==> src/design/synth_load_params.svh <==
// constants for the three-wire synthesizer load port
`ifndef SYNTH_LOAD_PARAMS_SVH
`define SYNTH_LOAD_PARAMS_SVH

`define SLP_WORD_BITS      21
`define SLP_CTRL_BITS      2
`define SLP_LATCH_COUNT    4
`define SLP_SYNC_WIDTH     4
// function latch layout, control bits 2'b10
`define SLP_CTRL_FUNC      2'h2
`define SLP_PD_BIT_POS     3
`define SLP_MON_SEL_LSB    4
`define SLP_MON_SEL_MSB    5
`define SLP_FAST_LOCK_POS  6
// latch contents after reset
`define SLP_LATCH_RESET    21'h000000
// monitor selection codes
`define SLP_MON_LOCK       2'h0
`define SLP_MON_RF_DIV     2'h1
`define SLP_MON_REF_DIV    2'h2
`define SLP_MON_LOW        2'h3

`endif

==> src/design/synth_load_pkg.sv <==
// types shared by the synthesizer load port
package synth_load_pkg;
  typedef logic [1:0] mon_sel_t;
  typedef enum logic [1:0] {
    PWR_DOWN = 2'h1,
    PWR_UP   = 2'h2
  } pwr_state_t;
endpackage

==> src/design/synth_three_wire_load_port.sv <==
// three-wire programming port: shift register, four load latches, power and output control
// Overview of operation
// - each rising serial clock edge shifts the data pin into a 21-bit shift register.
// - a rising load strobe copies the shift register into the one latch chosen by the two control bits.
// - while chip enable is low the part is powered down and the charge pump output is high impedance.
// - with chip enable high the part powers up only if the programmed power-down bit allows it.
// - the monitor output shows lock detect, divided rf or divided reference as programmed.
// - the fast-lock switch output is programmable to switch in an external loop filter resistor.
`timescale 1ns/1ps
`include "synth_load_params.svh"
module synth_three_wire_load_port
  import synth_load_pkg::*;
#(
  parameter int WORD_BITS   = `SLP_WORD_BITS,
  parameter int LATCH_COUNT = `SLP_LATCH_COUNT
) (
  input  wire logic                 i_core_clk,
  input  wire logic                 i_rst_b,
  input  wire logic                 i_serial_clk,
  input  wire logic                 i_serial_data,
  input  wire logic                 i_latch_load_strobe,
  input  wire logic                 i_chip_enable,
  input  wire logic                 i_lock_detect,
  input  wire logic                 i_rf_div,
  input  wire logic                 i_ref_div,
  input  wire logic                 i_pump_drive,
  output logic                      o_charge_pump_out,
  output logic                      o_charge_pump_out_oe,
  output logic                      o_power_down,
  output logic                      o_monitor_select_out,
  output logic                      o_fast_lock_switch_out,
  output logic [LATCH_COUNT*WORD_BITS-1:0] o_latches
);
  initial begin
    if (WORD_BITS != `SLP_WORD_BITS) $error("WORD_BITS must match the documented word length");
    if (LATCH_COUNT != (1 << `SLP_CTRL_BITS)) $error("LATCH_COUNT must equal two to the control width");
  end

  ////////////////////////////////////////////////////////////////////////////
  // pin synchronisation and edge finding
  logic [`SLP_SYNC_WIDTH-1:0] pins_s;
  logic                       sclk_d_r;
  logic                       le_d_r;

  pin_sync #(
    .WIDTH (`SLP_SYNC_WIDTH)
  ) u_sync (
    .i_core_clk (i_core_clk),
    .i_rst_b    (i_rst_b),
    .i_async    ({i_chip_enable, i_latch_load_strobe, i_serial_data, i_serial_clk}),
    .o_sync     (pins_s)
  );

  wire sclk_s    = pins_s[0];
  wire sdata_s   = pins_s[1];
  wire le_s      = pins_s[2];
  wire ce_s      = pins_s[3];
  wire sclk_rise = sclk_s & ~sclk_d_r;
  wire le_rise   = le_s & ~le_d_r;

  always_ff @(posedge i_core_clk or negedge i_rst_b) begin
    if (!i_rst_b) begin
      sclk_d_r <= 1'b0;
      le_d_r   <= 1'b0;
    end else begin
      sclk_d_r <= sclk_s;
      le_d_r   <= le_s;
    end
  end

  ////////////////////////////////////////////////////////////////////////////
  // shift register; data and clock share the same sync delay so setup holds
  logic [WORD_BITS-1:0] shift_r;
  wire  [WORD_BITS-1:0] shift_nxt = {shift_r[WORD_BITS-2:0], sdata_s}; // msb first

  always_ff @(posedge i_core_clk or negedge i_rst_b) begin
    if (!i_rst_b) begin
      shift_r <= `SLP_LATCH_RESET;
    end else if (sclk_rise) begin
      shift_r <= shift_nxt;
    end
  end

  ////////////////////////////////////////////////////////////////////////////
  // load latches; a strobe in the same cycle as a clock edge takes the older word
  wire [`SLP_CTRL_BITS-1:0] ctrl_sel = shift_r[`SLP_CTRL_BITS-1:0];
  logic [LATCH_COUNT-1:0][WORD_BITS-1:0] latch_r;

  genvar g;
  generate
    for (g = 0; g < LATCH_COUNT; g = g + 1) begin : g_latch
      wire load_hit = le_rise & (ctrl_sel == (`SLP_CTRL_BITS)'(g));
      always_ff @(posedge i_core_clk or negedge i_rst_b) begin
        if (!i_rst_b) begin
          latch_r[g] <= `SLP_LATCH_RESET;
        end else if (load_hit) begin
          latch_r[g] <= shift_r; // only a strobe edge writes
        end
      end
    end
  endgenerate
  // one flat assignment keeps a single driver on the port; latch k lands at its k-th word
  assign o_latches = latch_r;

  ////////////////////////////////////////////////////////////////////////////
  // function latch fields
  wire [WORD_BITS-1:0] func_w    = latch_r[`SLP_CTRL_FUNC];
  wire                 pd_bit    = func_w[`SLP_PD_BIT_POS];
  wire mon_sel_t       mon_sel   = func_w[`SLP_MON_SEL_MSB:`SLP_MON_SEL_LSB];
  wire                 fast_bit  = func_w[`SLP_FAST_LOCK_POS];

  ////////////////////////////////////////////////////////////////////////////
  // power control
  pwr_state_t pwr_r;
  wire        up_ok    = ce_s & ~pd_bit;
  pwr_state_t pwr_nxt;

  always_comb begin
    case (pwr_r)
      PWR_DOWN: pwr_nxt = up_ok ? PWR_UP : PWR_DOWN;
      PWR_UP:   pwr_nxt = up_ok ? PWR_UP : PWR_DOWN;
      default:  pwr_nxt = PWR_DOWN;
    endcase
  end

  // monitor mux; the top code, SLP_MON_LOW, gives a quiet low pin when nothing is wanted
  logic mon_nxt;
  always_comb begin
    case (mon_sel)
      `SLP_MON_LOCK:    mon_nxt = i_lock_detect;
      `SLP_MON_RF_DIV:  mon_nxt = i_rf_div;
      `SLP_MON_REF_DIV: mon_nxt = i_ref_div;
      default:          mon_nxt = 1'b0;
    endcase
  end

  wire pwr_up_nxt = (pwr_nxt == PWR_UP);

  always_ff @(posedge i_core_clk or negedge i_rst_b) begin
    if (!i_rst_b) begin
      pwr_r                  <= PWR_DOWN;
      o_power_down           <= 1'b1;
      o_charge_pump_out_oe   <= 1'b0;
      o_charge_pump_out      <= 1'b0;
      o_monitor_select_out   <= 1'b0;
      o_fast_lock_switch_out <= 1'b0;
    end else begin
      pwr_r                  <= pwr_nxt;
      o_power_down           <= ~pwr_up_nxt;
      o_charge_pump_out_oe   <= pwr_up_nxt;                    // high impedance when down
      o_charge_pump_out      <= pwr_up_nxt & i_pump_drive;
      o_monitor_select_out   <= mon_nxt;
      o_fast_lock_switch_out <= fast_bit;
    end
  end
endmodule

==> src/design/pin_sync.sv <==
// two-flop synchroniser for pins arriving from outside the core clock domain
`timescale 1ns/1ps
module pin_sync #(
  parameter int WIDTH = 4
) (
  input  wire logic             i_core_clk,
  input  wire logic             i_rst_b,
  input  wire logic [WIDTH-1:0] i_async,
  output logic      [WIDTH-1:0] o_sync
);
  initial begin
    if (WIDTH < 1) $error("pin_sync: WIDTH must be at least 1");
  end

  genvar g;
  generate
    for (g = 0; g < WIDTH; g = g + 1) begin : g_bit
      logic meta_r;
      logic sync_r;
      // the first flop feeds only the second
      always_ff @(posedge i_core_clk or negedge i_rst_b) begin
        if (!i_rst_b) begin
          meta_r <= 1'b0;
          sync_r <= 1'b0;
        end else begin
          meta_r <= i_async[g];
          sync_r <= meta_r;
        end
      end
      assign o_sync[g] = sync_r;
    end
  endgenerate
endmodule

==> config.mk <==
export PLATFORM = sky130hd
export DESIGN_NAME = synth_three_wire_load_port
export DESIGN_NICKNAME = d
export VERILOG_FILES = /design/src/design/synth_load_pkg.sv /design/src/design/synth_three_wire_load_port.sv /design/src/design/pin_sync.sv
export VERILOG_INCLUDE_DIRS = /design/src /design/src/design
export SDC_FILE = /design/constraint.sdc
export NUM_CORES = 1
export LEC_CHECK = 0
export BUFFER_PORTS_ARGS = -buffer_cell sky130_fd_sc_hd__buf_4
export CAP_MARGIN = 20
export CORE_UTILIZATION = 55
export CTS_BUF_LIST = sky130_fd_sc_hd__clkbuf_8
export DETAILED_ROUTE_END_ITERATION = 12
export PLACE_DENSITY = 0.81
export SETUP_SLACK_MARGIN = 0.1
export SLEW_MARGIN = 20
export SYNTH_ARGS = -nofsm -noshare
export SYNTH_HDL_FRONTEND = slang
export SYNTH_SLANG_ARGS = --single-unit
==> constraint.sdc <==
create_clock -name i_core_clk -period 1.7 [get_ports i_core_clk]
set_input_delay 0.17 -clock i_core_clk [delete_from_list [all_inputs] [get_ports i_core_clk]]
set_output_delay 0.17 -clock i_core_clk [all_outputs]
set_load 0.01 [all_outputs]
* After elaboration in Yosys (flattened, before gate mapping)
Cells that the tools add are included.
W data, S select, Z words.
** Word-level totals
- Register bits after elaboration :: 122
- Bits in latches :: 0
- Bits in writable memories :: 0
- Bits in read-only memories :: 0
- Output and inout port bits :: 89
- Logic and storage cells :: 47
- Memories :: 0
** Cells by class
- Add/sub/neg operators :: 0
- $mul :: 0
- Divide/modulo/power cells :: 0
- $lt $le $gt $ge :: 0
- Eq/ne operators :: 8
- Shift operators :: 0
- Multiplexer cells :: 3
- Bitwise operators :: 12
- Reductions and logical operators :: 3
** Operator list (count)
- $eq A2 B2 Y1 const B :: 5
- $and A1 B1 Y1 :: 8
- $eq A2 B1 Y1 const B :: 3
- $logic_not A2 Y1 :: 2
- $mux W2 :: 2
- $not A1 Y1 :: 4
- $pmux W1 S3 :: 1
- $reduce_or A2 Y1 :: 1

* Depth between registers and ports, before layout
- Depth in word-level cells :: 6
- Gate-level depth with buffers :: 3
- Mapped depth without buffers :: 2

* Modules after synthesis
Synthesis repeated with hierarchy kept, for this count alone.
** Unflattened totals
- Cells, all modules :: 253
- Area, all modules :: 4425.5 um^2
** Modules (own cells, without submodules)
- synth_three_wire_load_port :: instances 1, cells each 241, area each 4195.3 um^2
- pin_sync :: instances 1, cells each 12, area each 230.2 um^2

* Worst setup path after synthesis
OpenSTA, ideal clock, no wires.
- Path type :: reg-to-reg
- From :: register shift_r[1]
- To :: register latch_r (netlist bit o_latches[16])
- Library setup time :: 0.125 ns
- Arrival time :: 1.253 ns
- Setup slack :: 0.322 ns
- Cell stages (with the launch flop) :: 4
- Buffers on the path :: 1
- Cells stage by stage :: dfrtp_1 > nor4b_4 > buf_4 > mux2_2
** Between the ends
- Word-level cells in the longest chain between the ends :: 2
** RTL lines
- start: declaration :: RTL line synth_three_wire_load_port.sv:73 : logic [WORD_BITS-1:0] shift_r;
- start signal: assignment :: RTL line synth_three_wire_load_port.sv:78 : shift_r <= `SLP_LATCH_RESET;
- start signal: assignment :: RTL line synth_three_wire_load_port.sv:80 : shift_r <= shift_nxt;
- $logic_not A2 Y1 :: RTL line synth_three_wire_load_port.sv:92 : wire load_hit = le_rise & (ctrl_sel == (`SLP_CTRL_BITS)'(g));
- $and A1 B1 Y1 :: RTL line synth_three_wire_load_port.sv:92
- end signal: indexed assignment :: RTL line synth_three_wire_load_port.sv:95 : latch_r[g] <= `SLP_LATCH_RESET;
- end signal: indexed assignment :: RTL line synth_three_wire_load_port.sv:97 : latch_r[g] <= shift_r;
- end: declaration :: RTL line synth_three_wire_load_port.sv:87 : logic [LATCH_COUNT-1:0][WORD_BITS-1:0] latch_r;
Every way passes these cells.
A chain may end at the register's enable or synchronous reset.

* Worst setup path in the final report
- From :: register shift_r[0]
- To :: register latch_r (netlist bit func_w[13])
** Between the ends
- Word-level cells in the longest chain between the ends :: 2
** RTL lines (RTL line)
- $eq A2 B2 Y1 :: synth_three_wire_load_port.sv:92
- $and A1 B1 Y1 :: synth_three_wire_load_port.sv:92
Every way passes these cells.

==> run_results.csv <==
group,metric,value,unit
status,status,"completed",
worst_setup_path,critPathArrivalTime,1.88,ns
global_route,grt_overflow,0,
yosys,synth.distinct_cells,21,
cells_and_area,ff_latch_area,0.003030,mm^2
cells_and_area,fin_util,74.97,%
floorplan,rows,32,
yosys,syn_inst,249,
power,p_sw_share,27.41,%
yosys,yosysSeqAreaShare,68.94,%
power,seqPwrFrac,45.8,%
placed_design,io_buffers,98,
min_path,worstHoldEndpoint,"o_monitor_select_out$_DFF_PN0_",
yosys,ys_ff_latch,121,
placed_design,dp_hpwl,5292,um
power,p_comb_share,23.9,%
sta,finalCriticalPeriod,1.582,ns
floorplan,die_x,91.40,um
power,power.internal,6.814,mW
cells_and_area,drive_gt1_share,63.80,%
worst_setup_path,critPathKind,"reg -> reg",
clock_tree,cts.sink_count,121,
min_path,min_delay_path_depth,3,
cells_and_area,layout_common_cells,"119 x dfrtp_1, 104 x buf_4, 94 x mux2_2",
routing,num_vias,2477,
global_route,antenna_found_initial,0,
cells_and_area,multiInputGateArea,0.001287,mm^2
sta,max_freq,0.6322,GHz
sta,rsz0062_at_grt,"yes",
worst_setup_path,crit_fanout,21,
floorplan,start_util,56.88,%
clock_tree,htreeDepth,4,
routing,postRouteAntennaNets,0,
sta,drv_slew,0,
routing,dr.pass1.iters,4,
sta,slew_headroom,70.30,%
routing,drc_errors,0,
sta,final-setup-viol-count,0,
worst_setup_path,setup.worst_path.start,"shift_r[0]$_DFFE_PN0P_",
power,p_clk_share,30.3,%
sta,worstMarginPinSlew,0.4455,ns
floorplan,core_region_area,0.007727,mm^2
worst_setup_path,r2r_slack,0.12,ns
global_route,grt_max_degree,46,
routing,viasPerCell,5.097,
sta,hold_violations,0,
sta,timing.final.crit_share,93.05,%
routing,drt_iter0_markers,66,
global_route,grt.total_usage,20.87,%
clock_tree,cts-root-buf,"clkbuf_8",
worst_setup_path,cp_data_required_time,1.99,ns
power,worst_ir_drop_vdd,0.9035,mV
cells_and_area,antenna_cells,0,
yosys,yosys_warnings,0,
sta,tns,0,ns
clock_tree,clkLatencyLatePin,0.42,ns
worst_setup_path,r2r-start,"shift_r[0]$_DFFE_PN0P_",
placed_design,gp_congestion,0.7283,
worst_setup_path,r2r_end,"func_w[13]$_DFFE_PN0P_",
sta,whs,0.01899,ns
global_route,grt_pass1_vias,2480,
worst_setup_path,start_kind,"flip-flop",
min_path,min_path_type,"in -> reg",
cells_and_area,layout_commonest_cell,"dfrtp_1",
clock_tree,clk_pin_slew,0.07,ns
routing,finalWirelength,7980,um
worst_setup_path,end_kind,"flip-flop",
floorplan,ioPinCount,99,
power,p_per_area,1620,mW/mm^2
floorplan,die_h,91.40,um
min_path,hold_start,"i_ref_div",
power,leakage,2.904,nW
floorplan,die_area,0.008353,mm^2
clock_tree,cts_buffer_depth,2,
yosys,avgSynthCellArea,17.65,um^2
job,cap_violations,0,
yosys,synth.net_count,259,
cells_and_area,fillerInstances,485,
power,power.switching,2.573,mW
clock_tree,cts_buffers,17,
global_route,grt_pass1_wl,12990,um
sta,clock_skew,0.01042,ns
worst_setup_path,r2r_cells,2,
cells_and_area,area_growth,31.80,%
cells_and_area,nets,381,
clock_tree,cts_tree,"built",
yosys,netlist_area,0.004395,mm^2
routing,wl_per_cell,16.42,um
kinds of logic after synthesis:
kind of cell | Yosys count | synth area share [%]
buffers and inverters | 10 | 1.822
AO/OA/AOI/OAI | 1 | 0.1424
multiplexers | 98 | 25.25
XOR/XNOR | 1 | 0.1993
AND/OR/NAND/NOR | 18 | 3.644
flip-flops | 121 | 68.94
routing by layer:
metal | track usage, % | routed length, um
met3 | 5.863 | 295
met2 | 33.96 | 4219
met4 | 9.524 | 101
met1 | 26.00 | 3363
met5 | 0 | 0
worst max path at each step:
stage	to	slack [ns]
2_1_floorplan	o_latches[16]$_DFFE_PN0P_	0.32
6_report	func_w[13]$_DFFE_PN0P_	0.12
5_1_grt	func_w[13]$_DFFE_PN0P_	0.08
4_1_cts	func_w[13]$_DFFE_PN0P_	0.11
3_3_place_gp	func_w[12]$_DFFE_PN0P_	0.16
3_5_place_dp	func_w[13]$_DFFE_PN0P_	0.12
state kept, by name, indices dropped and copies added, names as in the netlist:
register	flops
o_latches	63
func_w	21
shift_r	21
u_sync.g_bit.meta_r	4
u_sync.g_bit.sync_r	4
le_d_r	1
o_charge_pump_out	1
o_charge_pump_out_oe	1
o_fast_lock_switch_out	1
o_monitor_select_out	1
o_power_down	1
pwr_r	1
sclk_d_r	1
synth_stat cells (all sizes together):
cell type / instances / area share, %
nor4bb: 1 / 0.23
or2: 2 / 0.28
dfrtp: 119 / 68
and4bb: 2 / 0.74
nand4b: 1 / 0.20
nor3b: 1 / 0.17
o22ai: 1 / 0.14
nand2: 1 / 0.085
buf: 10 / 1.8
or3b: 2 / 0.40
xnor2: 1 / 0.20
nor2b: 5 / 0.71
nor4b: 1 / 0.54
dfstp: 2 / 1.2
nand2b: 2 / 0.28
mux2i: 1 / 0.23
mux2: 97 / 25
stage by stage:
stage	instance area, um^2	worst slack [ns]	std cells	total power [mW]
after floorplan	4395	0.3225	249	5.307
final	5793	0.1182	486	9.387
after detailed placement	5274	0.1197	448	6.625
after CTS	5789	0.1145	486	9.505
after global routing	5793	0.08236	486	9.835
after global placement	5274	0.1585	448	6.506
power groups by stage:
stage | registers (mW) | clock network [mW] | logic, mW
CTS | 4.31 | 2.91 | 2.29
global placement | 4.32 | 0 | 2.19
finish | 4.30 | 2.84 | 2.25
global route | 4.42 | 3.02 | 2.40
detailed placement | 4.36 | 0 | 2.27
floorplan | 4.47 | 0 | 0.836
final cells by class:
| class | count | share of cell area (%) |
|---|---|---|
| Tap cell | 102 | 2.203 |
| Timing Repair Buffer | 113 | 15.40 |
| Multi-Input combinational cell | 118 | 22.22 |
| Clock buffer | 21 | 4.989 |
| Sequential cell | 121 | 52.31 |
| Clock inverter | 11 | 2.873 |
what timing repair did:
| item | CTS | global route |
|---|---|---|
| endpoints found under the hold margin | 37 | 0 |
| gates cloned | 0 | 0 |
| buffers inserted | 0 | 0 |
| resized for setup | 0 | 1 |
| hold buffers | 6 | 0 |
| pin swaps | 1 | 0 |
| setup endpoints to repair | 3 | 15 |
critical path, cell delays in order, from the launching register on:
cell      delay [ns]
dfrtp_1         0.46
and4bb_4        0.60
mux2_2          0.39
No activity file was read; power rests on OpenSTA's default activity.
